===== src/pkg/standby_ctrl_defs.vh =====
// Notes on behaviour
// (RULE_01) Standby keeps converter off, no auto starts
// (RULE_02) Standby from low pin or halt bit
// (RULE_03) Standby keeps registers and bus access alive
// (RULE_04) Hardware standby ignores the one-shot command
// (RULE_05) Software standby one-shot converts both channels once
// (RULE_06) Low standby pin beats every software start
// (RULE_07) Standby during conversion aborts, no result write
// (RULE_08) Aborted conversion leaves both results unchanged
// (RULE_09) Over-temperature output keeps working in standby
// (RULE_10) New limits compared at once with last result
// (RULE_11) Conversion lasts 125ms; rate timer spaces auto cycles
// (RULE_12) Pin low means standby, high means operate
// (RULE_13) Trip above trip limit, release below release limit
// (RULE_14) Output active low; config bit 5 inverts
// (RULE_15) Every start converts remote then local channel
// (RULE_16) Leaving standby resumes auto conversions unaided
`ifndef STANDBY_CTRL_DEFS_VH
`define STANDBY_CTRL_DEFS_VH

// Register byte offsets
`define OFS_CONFIG 8'h00
`define OFS_RATE 8'h04
`define OFS_ONESHOT 8'h08
`define OFS_TRIP 8'h0c
`define OFS_RELEASE 8'h10
`define OFS_REMOTE 8'h14
`define OFS_LOCAL 8'h18
`define OFS_STATUS 8'h1c

// Configuration fields
`define CFG_POL_BIT 5
`define CFG_HALT_BIT 6

// Status fields
`define ST_BUSY_BIT 0
`define ST_OT_BIT 1
`define ST_HWSTBY_BIT 2
`define ST_HALT_BIT 3
`define ST_ADDR0_BIT 4
`define ST_ADDR1_BIT 5
`define ST_OTPIN_BIT 6
`define ST_PEND_BIT 7

// Reset values
`define RST_CONFIG 8'h00
`define RST_RATE 8'h00
`define RST_TRIP 8'h64
`define RST_RELEASE 8'h5f
`define RST_RESULT 8'h00

// Timing
`define CONV_TIME_MS 125
`define CLK_KHZ 100000
// Half of one 125 ms conversion at 100 MHz
`define HALF_CONV_CYCLES 24'h5f5e10
`define HALF_CNT_W 24
`define GAP_CNT_W 9

`endif


===== src/core/standby_conversion_control.v =====
`timescale 1ns/10ps
`default_nettype none
`include "standby_ctrl_defs.vh"

module standby_conversion_control #(
  // Half of one conversion cycle, in clock cycles
  parameter [`HALF_CNT_W-1:0] HALF_CYCLES = `HALF_CONV_CYCLES
) (
  // Clock and reset
  input wire clk,
  input wire sys_rst,

  // Wishbone slave
  input wire cyc_i,
  input wire stb_i,
  input wire we_i,
  input wire [7:0] adr_i,
  input wire [3:0] sel_i,
  input wire [31:0] dat_i,
  output reg [31:0] dat_o,
  output reg ack_o,

  // Device pins
  input wire standbyPinN,
  input wire addrSelect0,
  input wire addrSelect1,
  input wire overtempOutI,
  output reg overtempOutO,
  output reg overtempOutOe,

  // Converter front end
  input wire [7:0] remoteSample,
  input wire [7:0] localSample,
  output reg adcEnable,
  output reg adcChannel
);

  localparam [1:0] ST_IDLE = 2'd0;
  localparam [1:0] ST_REMOTE = 2'd1;
  localparam [1:0] ST_LOCAL = 2'd2;

  // Pin synchronisers
  reg [3:0] pinMeta_reg;
  reg [3:0] pinSync_reg;

  // Software visible state
  reg [7:0] config_reg;
  reg [7:0] rate_reg;
  reg [7:0] trip_reg;
  reg [7:0] release_reg;
  reg [7:0] remote_reg;
  reg [7:0] local_reg;
  reg [7:0] remotePend_reg;
  reg oneShotPend_reg;
  reg [1:0] addrLatch_reg;
  reg [1:0] capCount_reg;

  // Sequencer
  reg [1:0] state_reg;
  reg [1:0] state_next;
  reg otActive_reg;
  reg otActive_next;

  wire hwStandby;
  wire haltBit;
  wire standbyReq;
  wire busWrite;
  wire busAccess;
  wire haltWrite;
  wire abortConv;
  wire startAuto;
  wire startOneShot;
  wire startConv;
  wire convDone;
  wire halfTick;
  wire gapZero;
  wire busy;
  wire [7:0] statusWord;
  reg [7:0] readWord;

  always @(posedge clk) begin
    if (sys_rst) begin
      pinMeta_reg <= 4'h0;
      pinSync_reg <= 4'h0;
    end else begin
      pinMeta_reg <= {overtempOutI, addrSelect1, addrSelect0, standbyPinN};
      pinSync_reg <= pinMeta_reg;
    end
  end

  // Reset value of the sync is low, so the block starts in standby
  // until the pin has been seen high for two cycles.
  assign hwStandby = ~pinSync_reg[0]; // RULE_12
  assign haltBit = config_reg[`CFG_HALT_BIT];
  assign standbyReq = hwStandby | haltBit; // RULE_02

  // Wishbone request decode
  assign busAccess = cyc_i & stb_i & ~ack_o;
  assign busWrite = cyc_i & stb_i & ack_o & we_i & sel_i[0];
  assign haltWrite = busWrite && (adr_i == `OFS_CONFIG) &&
    dat_i[`CFG_HALT_BIT];

  assign busy = (state_reg != ST_IDLE);

  // A halt written during any conversion aborts it, even a one-shot
  assign abortConv = busy & (hwStandby | haltWrite); // RULE_07
  assign startOneShot = oneShotPend_reg & ~hwStandby; // RULE_04 RULE_05
  assign startAuto = ~standbyReq & gapZero; // RULE_01 RULE_16
  assign startConv = (state_reg == ST_IDLE) & ~hwStandby &
    (startOneShot | startAuto); // RULE_06
  assign convDone = (state_reg == ST_LOCAL) & halfTick & ~abortConv;

  // Half-conversion tick, restarted by each start
  interval_counter #(
    .W(`HALF_CNT_W)
  ) halfTimer (
    .clk(clk),
    .sys_rst(sys_rst),
    .load(startConv | halfTick),
    .loadValue(HALF_CYCLES - {{(`HALF_CNT_W-1){1'b0}}, 1'b1}),
    .dec(1'b1),
    .zero(halfTick)
  );

  // Spacing between automatic cycles, in half-conversion ticks
  interval_counter #(
    .W(`GAP_CNT_W)
  ) gapTimer (
    .clk(clk),
    .sys_rst(sys_rst),
    .load(convDone),
    .loadValue({rate_reg, 1'b0}),
    .dec(halfTick),
    .zero(gapZero)
  ); // RULE_11

  // Conversion sequencer
  always @* begin
    state_next = state_reg;
    case (state_reg)
      ST_IDLE: begin
        if (startConv) begin
          state_next = ST_REMOTE; // RULE_15
        end
      end
      ST_REMOTE: begin
        if (abortConv) begin
          state_next = ST_IDLE; // RULE_07
        end else if (halfTick) begin
          state_next = ST_LOCAL; // RULE_15
        end
      end
      ST_LOCAL: begin
        if (abortConv || halfTick) begin
          state_next = ST_IDLE; // RULE_11
        end
      end
      default: begin
        state_next = ST_IDLE;
      end
    endcase
  end

  always @(posedge clk) begin
    if (sys_rst) begin
      state_reg <= ST_IDLE;
      adcEnable <= 1'b0;
      adcChannel <= 1'b0;
    end else begin
      state_reg <= state_next;
      adcEnable <= (state_next != ST_IDLE); // RULE_01
      adcChannel <= (state_next == ST_LOCAL);
    end
  end

  // Results: remote is held aside until local completes the cycle
  always @(posedge clk) begin
    if (sys_rst) begin
      remotePend_reg <= `RST_RESULT;
      remote_reg <= `RST_RESULT;
      local_reg <= `RST_RESULT;
    end else begin
      if ((state_reg == ST_REMOTE) && halfTick && !abortConv) begin
        remotePend_reg <= remoteSample;
      end
      if (convDone) begin
        remote_reg <= remotePend_reg; // RULE_15
        local_reg <= localSample; // RULE_08
      end
    end
  end

  // One-shot request; a new write wins over consumption
  always @(posedge clk) begin
    if (sys_rst) begin
      oneShotPend_reg <= 1'b0;
    end else if (busWrite && (adr_i == `OFS_ONESHOT)) begin
      oneShotPend_reg <= 1'b1;
    end else if (hwStandby) begin
      oneShotPend_reg <= 1'b0; // RULE_04
    end else if (startConv) begin
      oneShotPend_reg <= 1'b0;
    end
  end

  // Writable registers stay writable in either standby
  always @(posedge clk) begin
    if (sys_rst) begin
      config_reg <= `RST_CONFIG;
      rate_reg <= `RST_RATE;
      trip_reg <= `RST_TRIP;
      release_reg <= `RST_RELEASE;
    end else if (busWrite) begin // RULE_03
      case (adr_i)
        `OFS_CONFIG: begin
          config_reg <= dat_i[7:0];
        end
        `OFS_RATE: begin
          rate_reg <= dat_i[7:0];
        end
        `OFS_TRIP: begin
          trip_reg <= dat_i[7:0];
        end
        `OFS_RELEASE: begin
          release_reg <= dat_i[7:0];
        end
        default: begin
          config_reg <= config_reg;
        end
      endcase
    end
  end

  // Thermostat compare runs every cycle, so a limit write acts at
  // once against the last committed remote result, standby or not.
  always @* begin
    otActive_next = otActive_reg;
    if ($signed(remote_reg) > $signed(trip_reg)) begin
      otActive_next = 1'b1; // RULE_13
    end else if ($signed(remote_reg) < $signed(release_reg)) begin
      otActive_next = 1'b0; // RULE_13
    end
  end

  always @(posedge clk) begin
    if (sys_rst) begin
      otActive_reg <= 1'b0;
      overtempOutO <= 1'b0;
      overtempOutOe <= 1'b0;
    end else begin
      otActive_reg <= otActive_next; // RULE_09 RULE_10
      overtempOutO <= 1'b0;
      // Open drain: pulling low is the active level unless inverted
      overtempOutOe <= otActive_next ^
        config_reg[`CFG_POL_BIT]; // RULE_14
    end
  end

  // Address straps captured once the synchroniser has filled
  always @(posedge clk) begin
    if (sys_rst) begin
      capCount_reg <= 2'd0;
      addrLatch_reg <= 2'b00;
    end else if (capCount_reg != 2'd3) begin
      capCount_reg <= capCount_reg + 2'd1;
      if (capCount_reg == 2'd2) begin
        addrLatch_reg <= pinSync_reg[2:1];
      end
    end
  end

  assign statusWord = {
    oneShotPend_reg,
    pinSync_reg[3],
    addrLatch_reg,
    haltBit,
    hwStandby,
    otActive_reg,
    busy
  };

  always @* begin
    case (adr_i)
      `OFS_CONFIG: readWord = config_reg;
      `OFS_RATE: readWord = rate_reg;
      `OFS_TRIP: readWord = trip_reg;
      `OFS_RELEASE: readWord = release_reg;
      `OFS_REMOTE: readWord = remote_reg; // RULE_08
      `OFS_LOCAL: readWord = local_reg;
      `OFS_STATUS: readWord = statusWord;
      default: readWord = 8'h00;
    endcase
  end

  // Single-wait-state slave; unmapped reads return zero with ack
  always @(posedge clk) begin
    if (sys_rst) begin
      ack_o <= 1'b0;
      dat_o <= 32'h00000000;
    end else begin
      ack_o <= busAccess;
      if (busAccess && !we_i) begin
        dat_o <= {24'h000000, readWord};
      end
    end
  end

endmodule // standby_conversion_control

`default_nettype wire


===== src/core/interval_counter.v =====
`timescale 1ns/10ps
`default_nettype none

module interval_counter #(
  parameter W = 8
) (
  // Clock and reset
  input wire clk,
  input wire sys_rst,
  // Control
  input wire load,
  input wire [W-1:0] loadValue,
  input wire dec,
  // Status
  output wire zero
);

  reg [W-1:0] count_reg;

  always @(posedge clk) begin
    if (sys_rst) begin
      count_reg <= {W{1'b0}};
    end else if (load) begin
      count_reg <= loadValue;
    end else if (dec && (count_reg != {W{1'b0}})) begin
      count_reg <= count_reg - {{(W-1){1'b0}}, 1'b1};
    end
  end

  assign zero = (count_reg == {W{1'b0}});

endmodule // interval_counter

`default_nettype wire


===== config.mk =====
export PLATFORM = sky130hd
export DESIGN_NAME = standby_conversion_control
export DESIGN_NICKNAME = d
export VERILOG_FILES = /design/src/core/standby_conversion_control.v /design/src/core/interval_counter.v
export VERILOG_INCLUDE_DIRS = /design/src /design/src/pkg
export SDC_FILE = /design/constraint.sdc
export NUM_CORES = 1
export LEC_CHECK = 0
export ABC_AREA = 1
export BUFFER_PORTS_ARGS = -buffer_cell sky130_fd_sc_hd__buf_2
export CAP_MARGIN = 20
export CORE_MARGIN = 2
export CORE_UTILIZATION = 61
export DETAILED_ROUTE_END_ITERATION = 7
export GPL_TIMING_DRIVEN = 1
export PLACE_DENSITY = 0.95
export SLEW_MARGIN = 10
export SYNTH_ARGS = -nofsm -noshare
export SYNTH_HDL_FRONTEND = slang
export SYNTH_SLANG_ARGS = --single-unit

===== constraint.sdc =====
create_clock -name clk -period 3.1 [get_ports clk]
set_clock_uncertainty 0.2 [all_clocks]
set_input_delay 0.93 -clock clk [delete_from_list [all_inputs] [get_ports clk]]
set_output_delay 0.93 -clock clk [all_outputs]
set_load 0.02 [all_outputs]

# Word-level counts from Yosys, hierarchy flattened
# Cells that the tools add are included.
dict set report totals {
  reg_bits 117
  in_bits 69
  out_inout_bits 37
  word_cells 104
}
dict set report op_classes {
  add_sub_neg 3
  magnitude_cmp 2
  eq_ne 13
  muxes 15
  n_bitwise 21
  n_reduce_logical 27
}
# op count
set op_table {}
lappend op_table {{8-bit case mux with 7 select lines} 1}
lappend op_table {{23-bit two-way mux} 2}
lappend op_table {{8-bit by 5-bit == test with 1-bit output (second input constant)} 4}
lappend op_table {{24-bit zero test} 1}
lappend op_table {{24-bit nonzero test} 1}
lappend op_table {{24-bit by 1-bit subtractor with 24-bit output (second input constant)} 1}
lappend op_table {{9-bit two-way mux} 2}
lappend op_table {{8-bit by 4-bit == test with 1-bit output (second input constant)} 2}
lappend op_table {{1-bit bitwise AND} 12}
lappend op_table {{2-bit AND reduction} 5}
lappend op_table {{9-bit zero test} 1}
lappend op_table {{9-bit nonzero test} 1}
lappend op_table {{9-bit by 1-bit subtractor with 9-bit output (second input constant)} 1}
lappend op_table {{8-bit by 3-bit == test with 1-bit output (second input constant)} 1}
lappend op_table {{8-bit > comparator} 1}
lappend op_table {{8-bit zero test} 1}
lappend op_table {{8-bit < comparator} 1}
lappend op_table {{2-bit two-way mux} 4}
lappend op_table {{2-bit nonzero test} 4}
lappend op_table {{1-bit logical AND} 7}
lappend op_table {{2-bit == test (second input constant)} 3}
lappend op_table {{2-bit case mux with 3 select lines} 1}
lappend op_table {{1-bit two-way mux} 5}
lappend op_table {{1-bit inverter} 4}
lappend op_table {{10 further kinds} 15}

# Longest topological paths before layout
# Gate-level depths: netlist of run 1.
dict set report depth {
  ltp_word 12
  depth_mapped 13
  ltp_nobuf 13
}

# Cells and area by module
# Synthesis of run 1 repeated with hierarchy kept, for this count alone.
dict set report hier_totals {
  cells_unflattened 991
  hier_area_um2 6640.1
}
# mod n_inst cells_per_inst area_each_um2 seq_area_each_um2
set by_module_without_submodules {}
lappend by_module_without_submodules {standby_conversion_control 1 564 4115.2 1681.6}
lappend by_module_without_submodules {{interval_counter (halfTimer)} 1 328 1920.6 480.5}
lappend by_module_without_submodules {{interval_counter (gapTimer)} 1 99 604.3 180.2}

# Worst setup path before layout of run 1
# Ideal clock, no wire load.
dict set report synth_timing {
  path_type {input to register}
  startpoint {input port adr_i[2]}
  endpoint {register config_reg[4]}
  setup_ns 0.119
  t_arrival_ns 2.060
  required_ns 2.781
  path_slack_ns 0.720
  path_stages 9
  n_path_buf 1
  cell_sequence {inv_1 nand3_2 nor2_1 clkinv_1 nor2_1 inv_1 buf_2 o21ai_0 a21oi_1}
}
dict set report synth_between {
  elab_chain_cells 2
}
# item line
set synth_rtl {}
lappend synth_rtl {{from (decl)} standby_conversion_control.v:17} ;# input wire [7:0] adr_i,
lappend synth_rtl {{8-bit zero test} standby_conversion_control.v:214} ;# case (adr_i)
lappend synth_rtl {{2-bit AND reduction (no line)} --}
lappend synth_rtl {{to (signal assigned)} standby_conversion_control.v:209} ;# config_reg <= `RST_CONFIG;
lappend synth_rtl {{to (signal assigned)} standby_conversion_control.v:216} ;# config_reg <= dat_i[7:0];
lappend synth_rtl {{to (signal assigned)} standby_conversion_control.v:228} ;# config_reg <= config_reg;
lappend synth_rtl {{to (decl)} standby_conversion_control.v:47} ;# reg [7:0] config_reg;
# No other way between the ends.
# A chain may end at the register's enable or synchronous reset.

# Final worst setup path of run 1
dict set report layout_timing {
  startpoint {register halfTimer.count_reg[0]}
  endpoint {register remote_reg[0]}
}
dict set report layout_between {
  elab_chain_cells 3
}
# item line
set layout_rtl {}
lappend layout_rtl {{from (decl)} interval_counter.v:18} ;# reg [W-1:0] count_reg;
lappend layout_rtl {{from (signal assigned)} interval_counter.v:22} ;# count_reg <= {W{1'b0}};
lappend layout_rtl {{from (signal assigned)} interval_counter.v:24} ;# count_reg <= loadValue;
lappend layout_rtl {{from (signal assigned)} interval_counter.v:26} ;# count_reg <= count_reg - {{(W-1){1'b0}}, 1'b1};
lappend layout_rtl {{24-bit zero test} interval_counter.v:30} ;# assign zero = (count_reg == {W{1'b0}});
lappend layout_rtl {{1-bit bitwise AND (2 in a row)} standby_conversion_control.v:111} ;# assign convDone = (state_reg == ST_LOCAL) & halfTick & ~abortConv;
lappend layout_rtl {{to (signal assigned)} standby_conversion_control.v:180} ;# remote_reg <= `RST_RESULT;
lappend layout_rtl {{to (signal assigned)} standby_conversion_control.v:187} ;# remote_reg <= remotePend_reg;
lappend layout_rtl {{to (decl)} standby_conversion_control.v:51} ;# reg [7:0] remote_reg;
# No other way between the ends.

==> reports/qor.yml, run 1 <==
status: "complete, no violations"
end_kind: "flip-flop"
crit_type: "reg2reg"
worstHoldPathType: "reg2reg"
finalWirelength_mm: 15.98
synth_seq_area_share_pct: 39.18
io_buffers: 53
fmax_mhz: 412.5
clock_sinks: 117
holdCritStartpoint: "pinMeta_reg[1]"
die_w_um: 103.0
grt_pass1_wl_mm: 26.03
cts_tree: "built"
ant_nets: 0
r2r_cells: 10
synth-edff-count: 0
synth.cell_area_um2: 5978
hold_end: "pinSync_reg[1]"
synth_xor_area_share_pct: 2.930
dp_hpwl_mm: 10.03
hold_viol: 0
drt_drc_violations_left: 0
diodes: 0
synth_compound_area_share_pct: 16.03
vias: 5880
clk_pin_slew_ns: 0.06
row_count: 36
wl_per_cell_um: 15.38
largest_reg_flops: 24
power.density_nw_per_um2: 744.3
synth.yosys.warnings: 0
grt_max_degree: 75
synth_adder_area_share_pct: 4.395
synthToLayoutAreaGrowth_pct: 16.35
io_pins: 106
final_common_cell: "nand2_1"
antenna_found_initial: 0
p_leak_nw: 3.203
gp_congestion: 0.9798
cp.depth: 10
vias_per_cell: 5.659
grt_pass1_vias: 5490
cp.arrival_ns: 2.64
crit_chain: "inv_1 -> ha_1 -> nand2_1 -> nor3_4 -> nand3_4 -> nor2_4 -> nand2_2 -> buf_12 -> o21ai_0 -> a21oi_1"
critPathSlowestCell: "dfxtp_1"
drv_slew: 0
cts_setup_buffers: 0
drive_gt1_share_pct: 14.02
dr.pass1.iters: 7
ff2ff_setup_slack_ns: 0.68
initial_utilization_pct: 62.02
clk_path_buf_depth: 2
cp-start-kind: "flip-flop"
cts_buffers: 17
synth-seq-cells: 117
worst_pin_slew_ns: 0.7032
grtUsageTotal_pct: 31.77
clockRootBuffer: "clkbuf_8"
htreeDepth: 4
place_area_um2: 6271
period_share_pct: 78.20
synthCells: 837
r2r-start: "halfTimer.count_reg[0]"
nets: 983
die_area_um2: 10610
relSlewSlack_pct: 53.12
peakVddDrop_uv: 564.5
nFillCells: 710
final_cell_area_um2: 6955
synth_top_family_by_area: "simple AND/OR/NAND/NOR gates"
min_path_cells: 2
die_h_um: 103.0
ctsHoldBuffers: 0
synthSimpleGateAreaFrac_pct: 25.45
cap_viol_max_count: 0
ctsResizeCount: 0
drt_iter0_markers: 664
clk_latency_ns: 0.54
tns_ns: 0
slowest_delay_ns: 0.30
synth_flop_cell: "dfxtp_1"
fp.coreArea_um2: 9639
grt_overflow_total: 0
fin_util_pct: 72.16
avgSynthCellArea_um2: 7.142
yosysUniqueCellTypes: 40
synthArstFlopShare_pct: 0
setup_viol: 0
most-common-layout-cells: "nand2_1 (134), dfxtp_1 (117), nor2_1 (109), inv_1 (100), o21ai_0 (85)"
rr_endpoint: "remote_reg[0]"
crit_required_ns: 3.32
cp_max_fo: 24
min_period_ns: 2.424
critical_path_buf_inv_count: 2
crit_family: "simple AND/OR/NAND/NOR gates"
muxShareOfSynthArea_pct: 0
rsz0062_at_grt: "false"
-- where the power goes --
part | switching (mW) | internal [mW]
logic | 0.756 | 0.362
registers | 0.133 | 1.64
clock network | 0.717 | 1.57
total | 1.61 | 3.57
-- kinds of logic (layout without fill, tap and decap cells) --
kind of cell,count (synthesis),after routing
xor+xnor,20,20
other cells,1,25
simple gates,338,338
compound gates,184,184
buf+inv,156,201
fa+ha+maj,21,21
flops,117,117
-- stage by stage --
step	power, mW	cells	setup slack (ns)	hold WS (ns)
5_1_grt	5.388	1039	0.4973	0.2205
2_1_floorplan	2.631	861	0.7202	0.1883
6_report	5.177	1039	0.6758	0.2024
4_1_cts	5.143	1039	0.7122	0.2026
3_3_place_gp	2.770	1007	0.3743	0.1921
3_5_place_dp	2.815	1007	0.2677	0.1950
-- synth_stat cells, types with 11 or more instances --
library cell,number,area (um2)
clkbuf_1,12,45.04
nor2_1,109,409.1
xor2_1,13,113.9
a21oi_1,79,395.4
inv_1,101,379.1
dfxtp_1,117,2342
nor2_2,11,68.82
nand2_1,134,503.0
o21ai_0,85,425.4
nand3_1,49,245.2
ha_1,21,262.8
buf_4,25,187.7
-- final cells by class --
| type | instances | area (um2) | area share [%] |
|---|---|---|---|
| clock buffers | 19 | 431.7 | 6.206 |
| clock inverters | 13 | 252.7 | 3.634 |
| inverters | 106 | 397.9 | 5.720 |
| multi-input cells | 588 | 3012 | 43.30 |
| flip-flops and latches | 117 | 2342 | 33.68 |
| well taps | 133 | 166.4 | 2.393 |
| repair buffers | 63 | 352.8 | 5.073 |
-- how the worst max path moves through the flow --
stage,start,to,slack [ns]
after global placement,adr_i[1],remote_reg[1],0.37
after detailed placement,adr_i[1],remote_reg[5],0.27
after floorplan,adr_i[2],config_reg[4],0.72
after global routing,halfTimer.count_reg[0],remote_reg[0],0.50
final,halfTimer.count_reg[0],remote_reg[0],0.68
after CTS,halfTimer.count_reg[0],remote_reg[0],0.71
-- tightest hold or removal path, delay by kind of cell (launching register included) --
kind | cells | cell delay [ns]
AND/OR/NAND/NOR | 1 | 0.03
flip-flops | 1 | 0.29
buffers and inverters | 1 | 0.04
-- routing by layer --
metal	GRT usage [%]	part of all wire (%)	wire length [um]
met1	39.63	39	6209
met2	50.55	46	7400
met3	9.356	11	1720
met4	14.98	4.1	651
met5	0	0	0
(Power assumes the default switching activity.)
==> run 2, diff against run 1 <==
--- a/config.mk
+++ b/config.mk
@@ -10,10 +10,10 @@
 export BUFFER_PORTS_ARGS = -buffer_cell sky130_fd_sc_hd__buf_2
 export CAP_MARGIN = 20
 export CORE_MARGIN = 2
-export CORE_UTILIZATION = 61
+export CORE_UTILIZATION = 56
 export DETAILED_ROUTE_END_ITERATION = 7
 export GPL_TIMING_DRIVEN = 1
-export PLACE_DENSITY = 0.95
+export PLACE_DENSITY = 0.9
 export SLEW_MARGIN = 10
 export SYNTH_ARGS = -nofsm -noshare
 export SYNTH_HDL_FRONTEND = slang
==> constraint.sdc (replaced) <==
create_clock -name clk -period 2.4 [get_ports clk]
set_clock_uncertainty 0.2 [all_clocks]
set_input_delay 0.72 -clock clk [delete_from_list [all_inputs] [get_ports clk]]
set_output_delay 0.72 -clock clk [all_outputs]
set_load 0.02 [all_outputs]
==> run 2 against run 1 <==
Effect of this change: core utilization shrank 4.3 points; final cell count grew 1.8%; register-to-register slack lost 0.37 ns; critical path depth is the same; die area is 8.6% higher; sequential cell count unchanged; maximum frequency up 16%; global-route usage shrank 4.4 points; clock power is 8.7% higher; combinational power grew 26%; sequential power is 28% higher; highest routed layer unchanged; critical endpoint is now remote_reg[5].
==> reports/qor.yml, run 2 (synthesized netlist as in run 1, its figures left out) <==
grtUsageTotal_pct: 27.41  # -4.4 points
drive_gt1_share_pct: 15.62  # +1.6 points
io_pins: 106  # unchanged
wl_per_cell_um: 14.00  # -9.0%
drv_slew: 0  # unchanged
worstHoldPathType: "in2reg"
clock_power_share_pct: 40.4  # -3.8 points
use_met3_pct: 7.264  # -2.1 points
ant_nets: 0  # unchanged
internal-power_mw: 4.107  # +15%
grt_overflow_total: 0  # unchanged
clk_latency_ns: 0.53  # about the same
whs_ns: 0.1908  # -0.01156 ns
cts_buffers: 17  # unchanged
grt-busiest-layer: "met2"
min_period_ns: 2.097  # -0.3269 ns
synthToLayoutAreaGrowth_pct: 17.20
clk_path_buf_depth: 2  # unchanged
die_h_um: 107.3  # +4.2%
dr.pass1.iters: 5  # -2
setup_viol: 0  # unchanged
ctsResizeCount: 0  # unchanged
drt_iter0_markers: 481  # -28%
grt_pass1_vias: 5176  # -5.7%
p_leak_nw: 3.243  # +1.3%
cp.arrival_ns: 2.31  # -0.33 ns
startpoint: "halfTimer.count_reg[0]"
end_kind: "flip-flop"
cts_tree: "built"
cap_viol_max_count: 0  # unchanged
crit_type: "reg2reg"
switching_power_mw: 2.059  # +28%
gp_congestion: 0.9286  # -5.2%
finalWirelength_mm: 14.82  # -7.3%
largest_reg_flops: 24  # unchanged
crit_required_ns: 2.61  # -0.71 ns
row_count: 37  # +2.8%
period_share_pct: 87.38  # +9.2 points
antenna_found_initial: 0  # unchanged
grt_pass1_wl_mm: 24.83  # -4.6%
status: "complete, no violations"
clk_pin_slew_ns: 0.06  # about the same
diodes: 0  # unchanged
most-common-layout-cells: "nand2_1 (134), dfxtp_1 (117), nor2_1 (109), inv_1 (100), o21ai_0 (85)"
rsz0062_at_grt: "false"
dp_hpwl_mm: 10.29  # +2.7%
power.density_nw_per_um2: 880.0  # +18%
clock_sinks: 117  # unchanged
p_comb_share_pct: 22.8  # +1.2 points
grt_max_degree: 75  # unchanged
r2r-start: "halfTimer.count_reg[0]"
fp.coreArea_um2: 10320  # +7.1%
io_buffers: 53  # unchanged
fmax_mhz: 476.8  # +16%
die_w_um: 107.3  # +4.2%
htreeDepth: 4  # unchanged
peakVddDrop_uv: 598.6  # +6.0%
drt_drc_violations_left: 0  # unchanged
hold_viol: 0  # unchanged
cp_max_fo: 24  # unchanged
vias: 5707  # -2.9%
clockRootBuffer: "clkbuf_8"
holdCritStartpoint: "addrSelect1"
die_area_um2: 11520  # +8.6%
power.share.switching_pct: 33.40  # +2.4 points
p_seq_share_pct: 36.8  # +2.6 points
vias_per_cell: 5.394  # -4.7%
cp-start-kind: "flip-flop"
nets: 999  # +1.6%
grtUsageMet1_pct: 35.26  # -4.4 points
final_common_cell: "nand2_1"
grt_use_met2_pct: 42.45  # -8.1 points
initial_utilization_pct: 57.91  # -4.1 points
total_power_mw: 6.166  # +19%
run 2: cell count changes in the layout (fill, tap and decap cells not counted), moves of 2 or more:
cell / delta
buf_4: +14
bufinv_16: -5
inv_6: +4
clkinv_4: +3
buf_12: +2
clkinv_2: -2
run 2: final timing paths:
check	depth (start not counted)	slack (ns)	endpoint
max	10	0.30	remote_reg[5]
min	3	0.19	pinMeta_reg[2]
max reg2reg	10	0.30	remote_reg[5]
min reg2reg	2	0.20	pinSync_reg[1]
run 2: final cells by class:
| class | instances | area (um2) |
|---|---|---|
| multi-input combinational | 588 | 3012 |
| clock inverter | 15 | 172.7 |
| tap | 136 | 170.2 |
| timing repair buffer | 79 | 498.0 |
| sequential | 117 | 2342 |
| inverter | 106 | 397.9 |
| clock buffer | 17 | 414.1 |
| fill | 818 | 3317 |
run 2: metal layers:
| layer | vias up | part of all wire [%] |
|---|---|---|
| li1 | 2809 | - |
| met4 | 0 | 3.5 |
| met5 | - | 0 |
| met3 | 46 | 9.0 |
| met1 | 2591 | 43 |
| met2 | 261 | 44 |
run 2: critical path, stage by stage (launching register included):
cell,delay (ns)
dfxtp_1,0.29
inv_1,0.14
ha_1,0.21
nand2_1,0.10
nor3_4,0.22
nand3_4,0.15
nor2_4,0.12
nand2_2,0.10
buf_12,0.17
o21ai_0,0.20
a21oi_1,0.08
run 2: power groups by stage:
stage / Combinational (mW) / Sequential, mW / Clock [mW]
after floorplan: 1.12 / 2.28 / 0
after global placement: 1.30 / 2.30 / 0
after detailed placement: 1.35 / 2.31 / 0
after CTS: 1.38 / 2.27 / 2.51
after global routing: 1.58 / 2.29 / 2.60
final: 1.41 / 2.27 / 2.49
run 2: through the flow:
| step | instances | setup WS [ns] | area, um2 | TNS, ns | utilization (%) |
|---|---|---|---|---|---|
| final | 1058 | 0.3028 | 7007 | 0 | 67.87 |
| after global routing | 1058 | 0.1199 | 7007 | 0 | 67.87 |
| after CTS | 1056 | 0.2101 | 6992 | 0 | 67.73 |
| after global placement | 1024 | -0.002032 | 6405 | -0.002932 | 62.04 |
| after floorplan | 861 | 0.2302 | 6068 | 0 | - |
| after detailed placement | 1024 | -0.1121 | 6405 | -1.380 | 62.04 |
run 2: repair_timing:
action,in CTS,in global routing
setup buffers,0,2
endpoints found under the setup margin,0,1
hold buffers,0,0
==> run 3, diff against run 2 <==
--- a/config.mk
+++ b/config.mk
@@ -10,10 +10,11 @@
 export BUFFER_PORTS_ARGS = -buffer_cell sky130_fd_sc_hd__buf_2
 export CAP_MARGIN = 20
 export CORE_MARGIN = 2
-export CORE_UTILIZATION = 56
+export CORE_UTILIZATION = 58
+export CTS_BUF_LIST = sky130_fd_sc_hd__clkbuf_2 sky130_fd_sc_hd__clkbuf_4 sky130_fd_sc_hd__clkbuf_8
 export DETAILED_ROUTE_END_ITERATION = 7
 export GPL_TIMING_DRIVEN = 1
-export PLACE_DENSITY = 0.9
+export PLACE_DENSITY = 0.92
 export SLEW_MARGIN = 10
 export SYNTH_ARGS = -nofsm -noshare
 export SYNTH_HDL_FRONTEND = slang
==> run 3 against run 2 <==
Effect of this change: power decreased by 8.1%; critical path type unchanged; sequential share of layout area up 0.75 points; register-to-register slack got worse by 0.09 ns; highest routed layer unchanged; die area is 3.3% lower.
==> reports/qor.yml, run 3 (synthesized netlist as in run 1, its figures left out) <==
die_area_um2: 11140  # -3.3%
nets: 998  # -0.10%
drive_gt1_share_pct: 15.53  # -0.092 points
grt_max_degree: 53  # -29%
status: "complete, no violations"
initial_utilization_pct: 58.70  # +0.79 points
antenna_found_initial: 0  # unchanged
vias: 5701  # -0.11%
row_count: 37  # unchanged
ant_nets: 0  # unchanged
tns_ns: 0  # unchanged
die_w_um: 105.5  # -1.7%
io_buffers: 53  # unchanged
drt_iter0_markers: 336  # -30%
final_cell_area_um2: 6853  # -2.2%
grtUsageTotal_pct: 27.60  # +0.20 points
cp.arrival_ns: 2.31  # about the same
gp_congestion: 0.9645  # +3.9%
min_path_cells: 2  # -1
grt_overflow_total: 0  # unchanged
dp_hpwl_mm: 10.18  # -1.1%
setup_viol: 0  # unchanged
crit_required_ns: 2.52  # -0.09 ns
hold_viol: 0  # unchanged
end_kind: "flip-flop"
nFillCells: 813  # -0.61%
rsz0062_at_grt: "false"
drv_slew: 0  # unchanged
ctsHoldBuffers: 0  # unchanged
clk_pin_slew_ns: 0.07  # about the same
ctsResizeCount: 0  # unchanged
final_common_cell: "nand2_1"
grt_pass1_vias: 5325  # +2.9%
fin_util_pct: 67.29  # -0.59 points
drt_drc_violations_left: 0  # unchanged
most-common-layout-cells: "nand2_1 (134), dfxtp_1 (117), nor2_1 (109), inv_1 (100), o21ai_0 (85)"
power.density_nw_per_um2: 826.4  # -6.1%
vias_per_cell: 5.394  # about the same
finalWirelength_mm: 14.65  # -1.2%
ff2ff_setup_slack_ns: 0.22  # -0.09 ns
fmax_mhz: 458.0  # -4.0%
hold_end: "pinSync_reg[1]"
clock_sinks: 117  # unchanged
clk_latency_ns: 0.44  # -0.09 ns
holdCritStartpoint: "pinMeta_reg[1]"
clk_path_buf_depth: 2  # unchanged
worstHoldPathType: "reg2reg"
io_pins: 106  # unchanged
period_share_pct: 90.98  # +3.6 points
r2r_cells: 10  # unchanged
cts_setup_buffers: 0  # unchanged
p_leak_nw: 3.177  # -2.0%
place_area_um2: 6412  # +0.12%
grt_pass1_wl_mm: 24.36  # -1.9%
die_h_um: 105.5  # -1.7%
clockRootBuffer: "clkbuf_8"
cp_max_fo: 24  # unchanged
dr.pass1.iters: 7  # +2
synthToLayoutAreaGrowth_pct: 14.63
cts_buffers: 17  # unchanged
cp-start-kind: "flip-flop"
fp.coreArea_um2: 10180  # -1.3%
wl_per_cell_um: 13.86  # -1.1%
cts_tree: "built"
rr_endpoint: "remote_reg[1]"
diodes: 0  # unchanged
crit_type: "reg2reg"
min_period_ns: 2.184  # +0.08638 ns
r2r-start: "halfTimer.count_reg[0]"
cap_viol_max_count: 0  # unchanged
htreeDepth: 4  # unchanged
largest_reg_flops: 24  # unchanged
peakVddDrop_uv: 658.1  # +9.9%
==> run 3: changes by cell type in the layout (fill, tap and decap cells not counted), sizes merged <==
cell      previous run  this run
bufinv               2         4
clkinvlp             3         2
inv                109       105
clkinv               7        10
buf                 79        78
==> run 3: worst max-delay path: stages (launching register included) <==
cell and delay [ns]:
dfxtp_1 0.30, inv_1 0.12, ha_1 0.21, nand2_1 0.10, nor3_4 0.22, nand3_4 0.22, nor2_4 0.15, nand2_2 0.10
buf_12 0.17, o21ai_0 0.19, a21oi_1 0.08
==> run 3: power by group <==
group | internal, mW | switching (mW)
combinational | 0.480 | 0.921
clock | 1.14 | 0.848
sequential | 2.11 | 0.163
total | 3.73 | 1.93
==> run 3: through the flow <==
step	cells	hold slack, ns	setup slack [ns]	power [mW]
global placement	1025	0.1911	0.01102	3.596
detailed placement	1025	0.2019	-0.02897	3.643
CTS	1057	0.2128	0.2100	5.643
global route	1057	0.2270	0.08594	5.945
floorplan	861	0.1883	0.2302	3.399
finish	1057	0.2074	0.2164	5.663
==> run 3: layer usage <==
metal | vias up | global-route usage (%) | wire (um)
met5 | - | 0 | 0
met4 | 0 | 12.41 | 429
met3 | 44 | 7.607 | 1281
met2 | 279 | 44.88 | 6745
met1 | 2579 | 34.17 | 6189
li1 | 2799 | - | -
==> run 3: area by class of cell <==
| class | count | area, um2 | area share (%) |
|---|---|---|---|
| Inverter | 106 | 397.9 | 5.806 |
| Clock buffer | 17 | 234.0 | 3.414 |
| Timing Repair Buffer | 78 | 490.5 | 7.157 |
| Sequential cell | 117 | 2342 | 34.18 |
| Tap cell | 136 | 170.2 | 2.483 |
| Multi-Input combinational cell | 588 | 3012 | 43.95 |
| Clock inverter | 15 | 206.4 | 3.013 |
==> run 3: worst max path at each step <==
stage,cells past startpoint,endpoint,from
3_3_place_gp,12,gapTimer.count_reg[8],adr_i[1]
3_5_place_dp,12,gapTimer.count_reg[2],adr_i[1]
6_report,10,remote_reg[1],halfTimer.count_reg[0]
4_1_cts,10,remote_reg[1],halfTimer.count_reg[0]
5_1_grt,10,local_reg[0],halfTimer.count_reg[0]
2_1_floorplan,9,config_reg[4],adr_i[2]
